[src/inc/rers_pkg.sv]
// constants and types for the regulator enable and reset sequencer
package rers_pkg;
   // ****************************************
   // timing
   // ****************************************
   localparam int unsigned CLK_FREQ_HZ = 100_000_000;
   localparam int unsigned POR_HOLD_MAX_MS = 110;
   // longest time rounds down
   localparam longint unsigned POR_HOLD_CYCLES =
      (longint'(POR_HOLD_MAX_MS) * longint'(CLK_FREQ_HZ)) / 64'd1000;
   localparam int unsigned COUNT_W = 24;

   // ****************************************
   // sequencer states
   // ****************************************
   typedef enum logic [1:0] {
      RERS_POR_HOLD = 2'b00,
      RERS_RUN = 2'b01
   } rers_state_t;
endpackage

[src/verilog/rers_sequencer.sv]
// regulator enable and section reset sequencer behind the two enable pins
// ****************************************
// Summary of operation
// - regulators on while either enable is high, off only when both low
// - wlan section held in reset while wlan_power_enable is low
// - bluetooth section held in reset while bt_power_enable is low
// - internal power-on reset released at most 110 ms after supplies good
// ****************************************
module rers_sequencer #(
   parameter int unsigned POR_HOLD_CYCLES = 32'(rers_pkg::POR_HOLD_CYCLES)
) (
   input wire logic ref_clk,
   input wire logic rst_n,
   input wire logic supplies_good,
   input wire logic wlan_power_enable,
   input wire logic bt_power_enable,
   output logic regulator_enable,
   output logic wlan_reset_n,
   output logic bt_reset_n,
   output logic por_done
);
   // ****************************************
   // helper functions
   // ****************************************
   // either enable alone is enough to keep the regulators up
   function automatic logic any_enable(input logic wlan_en, input logic bt_en);
      any_enable = wlan_en | bt_en;
   endfunction

   // a section leaves reset only with its own enable high and the hold over
   function automatic logic section_release(input logic section_en, input logic hold_over);
      section_release = section_en & hold_over;
   endfunction

   // ****************************************
   // power-on reset hold
   // ****************************************
   // a zero-length hold would wrap the compare value, so it counts as one cycle
   localparam int unsigned HOLD_LIMIT = (POR_HOLD_CYCLES == 0) ? 1 : POR_HOLD_CYCLES;
   localparam logic [rers_pkg::COUNT_W-1:0] HOLD_LAST = rers_pkg::COUNT_W'(HOLD_LIMIT - 1);

   rers_pkg::rers_state_t state;
   logic [rers_pkg::COUNT_W-1:0] por_count;
   logic por_expired;
   logic regulators_wanted;
   logic wlan_release;
   logic bt_release;

   // comparing with the last count lets por_done rise on the final edge of the hold
   assign por_expired = (por_count >= HOLD_LAST);

   // the hold restarts whenever a supply drops below threshold
   always_ff @(posedge ref_clk or negedge rst_n) begin
      if (!rst_n) begin
         state <= rers_pkg::RERS_POR_HOLD;
      end else if (!supplies_good) begin
         state <= rers_pkg::RERS_POR_HOLD;
      end else begin
         case (state)
            rers_pkg::RERS_POR_HOLD: begin
               if (por_expired) begin
                  state <= rers_pkg::RERS_RUN;
               end
            end
            rers_pkg::RERS_RUN: begin
               state <= rers_pkg::RERS_RUN;
            end
            default: begin
               state <= rers_pkg::RERS_POR_HOLD;
            end
         endcase
      end
   end

   always_ff @(posedge ref_clk or negedge rst_n) begin
      if (!rst_n) begin
         por_count <= '0;
      end else if (!supplies_good || state != rers_pkg::RERS_POR_HOLD) begin
         por_count <= '0;
      end else if (!por_expired) begin
         por_count <= por_count + 1'b1;
      end
   end

   always_ff @(posedge ref_clk or negedge rst_n) begin
      if (!rst_n) begin
         por_done <= 1'b0;
      end else begin
         por_done <= supplies_good && (state == rers_pkg::RERS_RUN
                     || (state == rers_pkg::RERS_POR_HOLD && por_expired));
      end
   end

   // ****************************************
   // regulator and section resets
   // ****************************************
   // no minimum-interval check on the pins: the host owns the 10 ms discharge gap
   assign regulators_wanted = any_enable(wlan_power_enable, bt_power_enable);
   assign wlan_release = section_release(wlan_power_enable, por_done);
   assign bt_release = section_release(bt_power_enable, por_done);

   always_ff @(posedge ref_clk or negedge rst_n) begin
      if (!rst_n) begin
         regulator_enable <= 1'b0;
      end else begin
         regulator_enable <= regulators_wanted;
      end
   end

   always_ff @(posedge ref_clk or negedge rst_n) begin
      if (!rst_n) begin
         wlan_reset_n <= 1'b0;
      end else begin
         wlan_reset_n <= wlan_release;
      end
   end

   always_ff @(posedge ref_clk or negedge rst_n) begin
      if (!rst_n) begin
         bt_reset_n <= 1'b0;
      end else begin
         bt_reset_n <= bt_release;
      end
   end
endmodule

[config.mk]
export PLATFORM = sky130hd
export DESIGN_NAME = rers_sequencer
export DESIGN_NICKNAME = d
export VERILOG_FILES = /design/src/inc/rers_pkg.sv /design/src/verilog/rers_sequencer.sv
export SDC_FILE = /design/constraint.sdc
export NUM_CORES = 1
export LEC_CHECK = 0
export ABC_CLOCK_PERIOD_IN_PS = 5300
export BUFFER_PORTS_ARGS = -buffer_cell sky130_fd_sc_hd__clkbuf_2
export CAP_MARGIN = 0
export CORE_ASPECT_RATIO = 0.9
export CORE_MARGIN = 2
export CORE_UTILIZATION = 55
export CTS_CLUSTER_DIAMETER = 30
export DETAILED_ROUTE_END_ITERATION = 16
export MAX_ROUTING_LAYER = met4
export PLACE_DENSITY = 0.72
export SLEW_MARGIN = 20
export SYNTH_ARGS = -nofsm -noshare
export SYNTH_HDL_FRONTEND = slang
export SYNTH_SLANG_ARGS = --single-unit
[constraint.sdc]
create_clock -name ref_clk -period 5.3 [get_ports ref_clk]
set_input_delay 0.265 -clock ref_clk [delete_from_list [all_inputs] [get_ports ref_clk]]
set_output_delay 0.265 -clock ref_clk [all_outputs]
set_load 0.01 [all_outputs]
-- After elaboration in Yosys (flattened, before gate mapping)
Index checks and enable logic that the tools add are counted.
- multipliers: 0
- div/mod/pow operators: 0
- $lt $le $gt $ge: 1
- bitwise logic cells: 3
- add/subtract/negate cells: 1
- shifts and indexed selects: 0
- reductions and logical operators: 7
- mux-type cells: 5
- eq/ne operators: 3
- operators by type and width (kind ; count):
    $mux W24 ; 2
    $add A24 B1 Y24 const B ; 1
    $ge A24 B24 Y1 const B ; 1
    $mux W2 ; 2
    $pmux W2 S2 ; 1
    $ne A3 B3 Y1 const B ; 1
    $and A1 B1 Y1 ; 2
    $eq A2 B1 Y1 const B ; 1
    $logic_and A1 B1 Y1 ; 2
    $logic_not A2 Y1 ; 1
    $logic_or A1 B1 Y1 ; 2
    $ne A2 B1 Y1 const B ; 1
    $reduce_bool A2 Y1 ; 1
    $logic_not A1 Y1 ; 1
    $or A1 B1 Y1 ; 1
- memory bits (writable): 0
- bits in read-only memories: 0
- memories: 0
- latch bits: 0
- logic and storage cells: 26
- register bits: 30

-- Longest topological paths before layout
Gate-level depths: netlist of the first run.
- word-level depth: 4
- mapped depth: 7
- depth with buffers taken out: 6

-- Worst setup path after synthesis of the first run
Ideal clock, no wire load.
- path kind: register to register
- from: reg por_count[0] (netlist name)
- to: reg por_count[22] (netlist name)
- period minus slack after synthesis: 1.971 ns
- path slack: 3.329 ns
- library setup time: 0.078 ns
- arrival time: 1.893 ns
- path buffers: 1
- stages on the path, launching flop included: 7
- data required time: 5.222 ns
- cell sequence: dfrtp_1 -> ha_1 -> nand3_1 -> or4_1 -> clkbuf_2 -> or4_1 -> a21oi_1
- word-level cells in the longest chain between the ends: 3
- elaborated cells on any way between the ends: 5
- classes of those cells: add/sub: 1; order compare: 1; eq/ne: 1; mux: 2
- ends and longest elaborated chain (what ; line ; text):
    from (decl) ; rers_sequencer.sv:43 ; logic [rers_pkg::COUNT_W-1:0] por_count;
    from (signal assigned) ; rers_sequencer.sv:81 ; por_count <= por_count + 1'b1;
    $add A24 B1 Y24 ; rers_sequencer.sv:81 ;
    $mux W24 ; rers_sequencer.sv:80 ; end else if (!por_expired) begin
    $mux W24 ; rers_sequencer.sv:78 ; end else if (!supplies_good || state != rers_pkg::RERS_POR_HOLD) begin
Parallel ways exist; a longest one is shown, timed or not. The select of a mux whose other input is x is not followed.
A chain may end at the register's enable or synchronous reset.

-- Worst setup path after layout of the first run
- from: reg por_count[22] (netlist name)
- to: reg por_count[3] (netlist name)
- word-level cells in the longest chain between the ends: 2
- ends and longest elaborated chain (what ; line ; text):
    $ge A24 B24 Y1 ; rers_sequencer.sv:50 ; assign por_expired = (por_count >= HOLD_LAST);
    $ne A2 B1 Y1 (no source line) ; n/a ;
No other way between the ends.

==> load_flow_metrics.sql, run 1 <==
INSERT INTO impl_metrics (metric_group, metric, value, unit) VALUES
('timing', 'timing_max_transition_violations_final', '0', ''),
('job', 'max_cap_viol_count', '0', ''),
('die', 'core_area', '2750', 'µm²'),
('power', 'irDropWorstVdd', '0.188', 'mV'),
('clocking', 'tritoncts', 'done', ''),
('clocking', 'cts_hold_buf', '1', ''),
('worst_setup_path', 'crit_path_max_fanout', '30', ''),
('place', 'place.port_buffers', '8', ''),
('clocking', 'ctsRootBufferMaster', 'clkbuf_4', ''),
('timing', 'setup_repair_after_global_routing_missed_its_margin', 'no', ''),
('die', 'design.portCount', '9', ''),
('yosys', 'synth.cell_area', '1600', 'µm²'),
('yosys', 'ys_top_cells_by_area', 'dfrtp_1 (45%), a21oi_1 (6.6%), o31ai_1 (5.6%), or4_1 (5.2%), nand3_1 (5.0%)', ''),
('cells_and_area', 'area_delta_synth_final', '7.61', '%'),
('worst_setup_path', 'timing.critical_path.from_type', 'flip-flop', ''),
('yosys', 'syn-instance-count', '176', ''),
('timing', 'finalCriticalPeriod', '2430', 'ps'),
('worst_setup_path', 'critical_path.startpoint', 'por_count[22]', ''),
('detailed_routing', 'route.antenna.remaining_nets', '0', ''),
('worst_setup_path', 'r2r.worst_path.cells', '6', ''),
('grt', 'grt_antenna_before_repair', '0', ''),
('timing', 'final-setup-viol-count', '0', ''),
('place', 'dp_hpwl', '2320', 'µm'),
('detailed_routing', 'drc', '0', ''),
('yosys', 'synth_largest_type_area_fraction', '0.455', ''),
('power', 'power_leakage', '0.639', 'nW'),
('hold_path', 'hold_path_depth', '2', ''),
('cells_and_area', 'layout-drive-gt1-share', '0.131', ''),
('timing', 'hold_viol_final', '0', ''),
('detailed_routing', 'drt_iter0_drc', '80', ''),
('clocking', 'tritoncts_num_sinks', '29', ''),
('worst_setup_path', 'worst_ep_arrival_time', '2680', 'ps'),
('cells_and_area', 'n_fill_cell', '263', ''),
('yosys', 'yosysTopAreaCell', 'dfrtp_1', ''),
('yosys', 'async_flop_share', '1.00', ''),
('worst_setup_path', 'criticalPathCategory', 'reg2reg', ''),
('cells_and_area', 'design.final.nets', '188', ''),
('timing', 'fmax', '0.412', 'GHz'),
('clocking', 'cts-htree-levels', '2', ''),
('hold_path', 'startpoint_of_the_most_critical_hold_path', 'wlan_power_enable', ''),
('die', 'starting_utilization_of_the_core_area', '0.581', ''),
('grt', 'grt_start_max_net_pins', '31', ''),
('yosys', 'seq_area_frac_synth', '0.455', ''),
('grt', 'grtUsageTotal', '0.252', ''),
('timing', 'fin_crit_sh', '0.458', ''),
('clocking', 'number_of_buffers_on_the_longest_clock_path', '2', ''),
('cells_and_area', 'commonest_non_fill_non_tap_cells_in_the_layout', 'dfrtp_1 (29), a21oi_1 (21), nand3_1 (16)', ''),
('detailed_routing', 'routed_wirelength', '3350', 'µm'),
('timing', 'worst-slew-pin-transition', '855', 'ps'),
('timing', 'fin_tns_setup', '0', 'ps'),
('clocking', 'post_cts_resized', '0', ''),
('cells_and_area', 'post-route-cell-area', '1720', 'µm²'),
('die', 'design.die.area', '3350', 'µm²'),
('yosys', 'synth-edff-count', '0', ''),
('worst_setup_path', 'critPathCaptureType', 'flip-flop', ''),
('clocking', 'clock_latency', '330', 'ps'),
('detailed_routing', 'detailed_route_wire_length_per_cell', '15.0', 'µm'),
('yosys', 'synth.avg_cell_area', '9.06', 'µm²'),
('status', 'run_status', 'completed', ''),
('yosys', 'synthFlopType', 'dfrtp_1', ''),
('timing', 'hold_slack', '128', 'ps'),
('clocking', 'clk_transition_reported_paths', '90', 'ps'),
('place', 'finalWeightedCongestion', '0.867', ''),
('cells_and_area', 'insertedDiodeCount', '0', ''),
('detailed_routing', 'vias_per_cell', '6.17', ''),
('die', 'rows', '18', ''),
('worst_setup_path', 'required_time_worst_endpoint', '5550', 'ps'),
('grt', 'globalRouteOverflowTotal', '0', ''),
('yosys', 'ys_ff_latch', '29', ''),
('die', 'die_w', '60.8', 'µm'),
('power', 'powerDensity', '214', 'nW/µm²');
## final cells by class
| class | count | area, µm² | share of cell area |
|---|---|---|---|
| timing repair buffer | 10 | 57.6 | 0.0335 |
| clock inverter | 2 | 10.0 | 0.00583 |
| sequential | 29 | 726 | 0.423 |
| clock buffer | 6 | 41.3 | 0.0241 |
| multi-input combinational | 134 | 825 | 0.480 |
| tap | 40 | 50.0 | 0.0292 |
| inverter | 2 | 7.51 | 0.00437 |
## sequential cells by signal (all words and copies together), names as in the netlist
| name | count |
|---|---|
| por_done | 1 |
| bt_reset_n | 1 |
| por_count | 24 |
| state | 1 |
| regulator_enable | 1 |
| wlan_reset_n | 1 |
## critical path: stages, from the launching register on
cell and delay, ps:
dfrtp_1 420, o21ai_0 440, or2_2 250, o31ai_4 150, buf_4 270, or4_2 660, a21oi_1 150
## cells by family (layout without fill, tap and decap cells)
family | count (synthesis) | after routing | share of synthesized area
and+or+nand+nor | 80 | 80 | 0.286
AOI/OAI and AO/OA | 52 | 52 | 0.204
DFF | 29 | 29 | 0.455
buffers and inverters | 13 | 20 | 0.0408
adders and majority gates | 1 | 1 | 0.00784
muxes | 1 | 1 | 0.00627
## stage by stage
step	cells	worst slack, ps
after CTS	223	2890
after floorplan	176	3330
after global placement	214	3000
after global routing	223	2730
final	223	2870
after detailed placement	214	2910
## worst paths after layout
| kind | end | slack, ps |
|---|---|---|
| setup / recovery | por_count[3] | 2870 |
| hold / removal | regulator_enable | 130 |
| setup reg to reg | por_count[3] | 2870 |
| hold reg to reg | wlan_reset_n | 520 |
| max in group asynchronous | por_count[4] | 4360 |
| min in group asynchronous | por_count[15] | 500 |
## synth_stat cells (2+ instances only)
library cell  instances
nor4_1                3
nand4_1               6
or2_2                 2
or3_1                 8
a21oi_1              21
o21ai_0              10
clkbuf_2              2
clkbuf_1              3
and3_1                3
or4_1                11
inv_1                 2
nand2b_1              2
nor3_1                6
o31a_1                3
and2_1                2
dfrtp_1              29
o21a_1                2
nand2_1              12
nand3_1              16
nor2_1                4
buf_2                 4
o31ai_1              12
## metal layers
| layer | routed length, µm | vias to the layer above | global-route usage |
|---|---|---|---|
| li1 | - | 695 | - |
| met1 | 1600 | 637 | 0.324 |
| met2 | 1560 | 38 | 0.382 |
| met3 | 149 | 6 | 0.0628 |
| met4 | 37 | 0 | 0.105 |
| met5 | 0 | - | - |
## power by group
group | internal [W] | switching, W | leakage, nW | total [W]
clock network | 0.0000503 | 0.0000761 | 0.0320 | 0.000126
logic | 0.00000491 | 0.0000106 | 0.208 | 0.0000155
registers | 0.000223 | 0.00000204 | 0.399 | 0.000225
(Power assumes the default switching activity.)
==> run 2, diff against run 1 <==
--- a/config.mk
+++ b/config.mk
@@ -5,7 +5,8 @@
 export SDC_FILE = /design/constraint.sdc
 export NUM_CORES = 1
 export LEC_CHECK = 0
-export ABC_CLOCK_PERIOD_IN_PS = 5300
+export ABC_AREA = 1
+export ABC_CLOCK_PERIOD_IN_PS = 2100
 export BUFFER_PORTS_ARGS = -buffer_cell sky130_fd_sc_hd__clkbuf_2
 export CAP_MARGIN = 0
 export CORE_ASPECT_RATIO = 0.9
@@ -14,7 +15,7 @@
 export CTS_CLUSTER_DIAMETER = 30
 export DETAILED_ROUTE_END_ITERATION = 16
 export MAX_ROUTING_LAYER = met4
-export PLACE_DENSITY = 0.72
+export PLACE_DENSITY = 0.74
 export SLEW_MARGIN = 20
 export SYNTH_ARGS = -nofsm -noshare
 export SYNTH_HDL_FRONTEND = slang
==> constraint.sdc (replaced) <==
create_clock -name ref_clk -period 2.1 [get_ports ref_clk]
set_input_delay 0.105 -clock ref_clk [delete_from_list [all_inputs] [get_ports ref_clk]]
set_output_delay 0.105 -clock ref_clk [all_outputs]
set_load 0.01 [all_outputs]
==> run 2 against run 1 <==
  * Via count up 28%
  * Final cell count up 59%
  * Cell area increased by 23%
  * Largest cell class unchanged
  * Critical path type unchanged
  * Clock-buffer cell count grew 1
  * Core utilization grew 0.32 points
  * Area after synthesis increased by 20%
  * Largest power group unchanged
  * Clock power increased to 4.1 times the previous value
  * Critical path depth grew 4
  * Routed wire length rose by 29%
  * Die area increased by 18%
  * Sequential power grew to 2.5 times the previous value
  * Worst setup slack lost 2700 ps
  * Critical endpoint is now por_count[2]
==> load_flow_metrics.sql, run 2 <==
INSERT INTO impl_metrics (metric_group, metric, value, unit) VALUES
('status', 'run_status', 'completed', ''),
('timing', 'fin_tns_setup', '0', 'ps'),
('cells_and_area', 'design.final.nets', '315', ''),
('worst_setup_path', 'cp_num_buf_inv', '2', ''),
('cells_and_area', 'most_common_library_cell_in_the_layout_ignoring_fill_and_taps', 'nand2_1', ''),
('clocking', 'cts-htree-levels', '2', ''),
('worst_setup_path', 'timing.critical_path.from_type', 'flip-flop', ''),
('worst_setup_path', 'crit_path_max_fanout', '6', ''),
('worst_setup_path', 'worst_ep_arrival_time', '2110', 'ps'),
('yosys', 'ys_top_cells_by_area', 'dfrtp_1 (38%), nand2_1 (23%), nor2_1 (11%), nand3_1 (10%), xor2_1 (6.0%)', ''),
('cells_and_area', 'seq_area', '726', 'µm²'),
('place', 'finalWeightedCongestion', '0.984', ''),
('detailed_routing', 'drt_iter0_drc', '125', ''),
('clocking', 'clk_transition_reported_paths', '60', 'ps'),
('worst_setup_path', 'cpMaxStageDelayCell', 'dfrtp_1', ''),
('power', 'powerDensity', '538', 'nW/µm²'),
('cells_and_area', 'layout-drive-gt1-share', '0.0871', ''),
('grt', 'via_count_of_the_first_global_routing_pass', '1635', ''),
('grt', 'grt_antenna_before_repair', '0', ''),
('worst_setup_path', 'crit_path_cell_chain', 'ha_1, nand3_2, inv_2, nand2_1, nand2_1, nand2_1, inv_1, nor2_1, nand3_1, nand2_1', ''),
('worst_setup_path', 'criticalPathCategory', 'reg2reg', ''),
('cells_and_area', 'multiInputGateArea', '1060', 'µm²'),
('place', 'dp_hpwl', '3130', 'µm'),
('yosys', 'ys_ff_latch', '29', ''),
('grt', 'grt_start_max_net_pins', '30', ''),
('yosys', 'synth.cell_area', '1910', 'µm²'),
('clocking', 'cts_setup_buffers', '0', ''),
('detailed_routing', 'detailed_route_wire_length_per_cell', '12.2', 'µm'),
('yosys', 'synth_largest_type_area_fraction', '0.380', ''),
('timing', 'timing_max_transition_violations_final', '0', ''),
('cells_and_area', 'insertedDiodeCount', '0', ''),
('power', 'part_of_the_total_power_dissipated_in_sequential_elements', '0.505', ''),
('worst_setup_path', 'timing.critical_path.max_delay_family', 'simple AND/OR/NAND/NOR gates', ''),
('die', 'core_area', '3350', 'µm²'),
('timing', 'hold_viol_final', '0', ''),
('die', 'rows', '20', ''),
('die', 'die_height', '59.9', 'µm'),
('yosys', 'async_flop_share', '1.00', ''),
('cells_and_area', 'number_of_flip_flops_under_the_largest_register_name', '24', ''),
('detailed_routing', 'dr.pass1.iters', '4', ''),
('yosys', 'synthMostInstantiatedCell', 'nand2_1', ''),
('timing', 'worst-slew-pin-transition', '695', 'ps'),
('detailed_routing', 'route.antenna.remaining_nets', '0', ''),
('cells_and_area', 'largest_register', 'por_count', ''),
('cells_and_area', 'commonest_non_fill_non_tap_cells_in_the_layout', 'nand2_1 (115), nor2_1 (56), nand3_1 (40)', ''),
('place', 'place.port_buffers', '8', ''),
('timing', 'worst_slack', '214', 'ps'),
('die', 'design.portCount', '9', ''),
('power', 'power_leakage', '1.08', 'nW'),
('power', 'p_switching', '0.000259', 'W'),
('die', 'design.die.area', '3960', 'µm²'),
('detailed_routing', 'routed_wirelength', '4330', 'µm'),
('grt', 'grtUsageTotal', '0.254', ''),
('timing', 'finalCriticalPeriod', '1890', 'ps'),
('place', 'dp_worst_setup_slack', '239', 'ps'),
('worst_setup_path', 'cpMostUsedCell', 'nand2_1', ''),
('clocking', 'clock_latency', '290', 'ps'),
('die', 'die_w', '66.1', 'µm'),
('clocking', 'ctsRootBufferMaster', 'clkbuf_8', ''),
('clocking', 'number_of_buffers_on_the_longest_clock_path', '2', ''),
('place', 'place.detailed.instances', '345', ''),
('grt', 'grt_first_pass_wirelength', '7400', 'µm'),
('yosys', 'synth.net_count', '302', ''),
('worst_setup_path', 'required_time_worst_endpoint', '2320', 'ps'),
('place', 'post_dp_cell_area', '1990', 'µm²'),
('timing', 'slew-limit-headroom', '0.536', ''),
('yosys', 'ys_types', '21', ''),
('yosys', 'syn-instance-count', '296', ''),
('cells_and_area', 'area_delta_synth_final', '10.1', '%'),
('cells_and_area', 'finalCoreUtilization', '0.628', ''),
('detailed_routing', 'vias', '1756', ''),
('power', 'switching_share', '0.228', ''),
('clocking', 'tritoncts.num_buffers', '5', ''),
('clocking', 'tritoncts_num_sinks', '29', ''),
('cells_and_area', 'post-route-cell-area', '2110', 'µm²'),
('timing', 'clock-skew-final', '5.28', 'ps'),
('hold_path', 'hold_class', 'in2reg', ''),
('power', 'pwr-share-comb', '0.043', ''),
('yosys', 'synthTopCellsByCount', 'nand2_1 (115), nor2_1 (56), nand3_1 (40), dfrtp_1 (29), inv_1 (21)', ''),
('timing', 'fmax', '0.530', 'GHz'),
('yosys', 'synth.avg_cell_area', '6.46', 'µm²'),
('power', 'internal-power', '0.000874', 'W'),
('grt', 'globalRouteOverflowTotal', '0', ''),
('detailed_routing', 'drc', '0', ''),
('clocking', 'tritoncts', 'done', ''),
('detailed_routing', 'vias_per_cell', '4.96', ''),
('yosys', 'synthFlopType', 'dfrtp_1', ''),
('timing', 'setup_repair_after_global_routing_missed_its_margin', 'no', ''),
('power', 'irDropWorstVdd', '0.387', 'mV'),
('yosys', 'seq_area_frac_synth', '0.380', ''),
('die', 'starting_utilization_of_the_core_area', '0.570', ''),
('power', 'clkPwrFrac', '0.452', ''),
('yosys', 'synth-warning-count', '0', ''),
('timing', 'fin_crit_sh', '0.898', ''),
('timing', 'final-setup-viol-count', '0', ''),
('cells_and_area', 'n_fill_cell', '331', ''),
('worst_setup_path', 'crit_path_max_incr_delay', '440', 'ps'),
('job', 'max_cap_viol_count', '0', ''),
('yosys', 'synth-edff-count', '0', ''),
('cells_and_area', 'post_layout_nonfiller_instances', '354', ''),
('yosys', 'yosysTopAreaCell', 'dfrtp_1', ''),
('worst_setup_path', 'critPathCaptureType', 'flip-flop', '');
[run 2: cell types whose count changed after synthesis, sizes merged, moves of 4 or more]
cell and change:
o21ai -8, or3 -9, o31a -4, or4 -12, nor3 -5, nand4 -5
nor2 +54, o31ai -13, nand2 +104, a21oi -21, inv +20, nand3 +26
xor2 +13
[run 2: metrics by stage]
step	hold slack, ps	total power [W]
CTS	14.5	0.00114
global placement	179	0.000629
finish	16.2	0.00113
global route	19.1	0.00117
floorplan	-191	0.000606
detailed placement	181	0.000630
[run 2: path summary, 6_finish.rpt]
| check | startpoint | end | slack, ps | depth (start not counted) |
|---|---|---|---|---|
| worst max-delay path | por_count[0] | por_count[2] | 210 | 10 |
| worst min-delay path | wlan_power_enable | wlan_reset_n | 20 | 3 |
| worst max register to register | por_count[0] | por_count[2] | 210 | 10 |
| worst min register to register | por_done | bt_reset_n | 500 | 2 |
| max in group asynchronous | rst_n | por_count[19] | 1250 | 2 |
| min in group asynchronous | rst_n | por_count[7] | 400 | 2 |
[run 2: tightest hold or removal path: cells and delay by family]
family | cells | cell delay (ps)
simple gates | 1 | 50
buf+inv | 2 | 110
[run 2: per-layer routing]
| layer | part of all wire | wire length, µm | track usage |
|---|---|---|---|
| met4 | 0.014 | 59 | 0.0787 |
| met1 | 0.50 | 2170 | 0.335 |
| met2 | 0.44 | 1910 | 0.397 |
| met5 | 0 | 0 | - |
| met3 | 0.043 | 187 | 0.0508 |
[run 2: power by group through the flow]
stage / logic, W / registers, W / clock network, W
floorplan: 0.0000243 / 0.000581 / 0
global placement: 0.0000473 / 0.000582 / 0
detailed placement: 0.0000478 / 0.000582 / 0
CTS: 0.0000494 / 0.000572 / 0.000523
global route: 0.0000572 / 0.000573 / 0.000543
finish: 0.0000487 / 0.000572 / 0.000512
[run 2: kinds of logic (layout without fill, tap and decap cells)]
group                    Yosys count  after routing  share of synthesized area
XOR/XNOR                          15             15                     0.0687
AND/OR/NAND/NOR                  219            219                      0.473
buffers and inverters             30             44                     0.0674
AO/OA/AOI/OAI                      2              2                    0.00524
adder cells (fa/ha/maj)            1              1                    0.00654
flip-flops                        29             29                      0.380
[run 2: repair_timing]
action / 4_1_cts / 5_1_grt
endpoints found under the setup margin: 0 / 0
hold buffers: 1 / 0
resized for setup: 0 / 0
hold endpoints to repair: 29 / 0
[run 2: layout make-up]
cell class / instances / share of cell area
Multi-Input combinational cell: 237 / 0.502
Sequential cell: 29 / 0.345
Clock buffer: 7 / 0.0458
Inverter: 23 / 0.0410
Timing Repair Buffer: 13 / 0.0380
Tap cell: 44 / 0.0261
Clock inverter: 1 / 0.00238
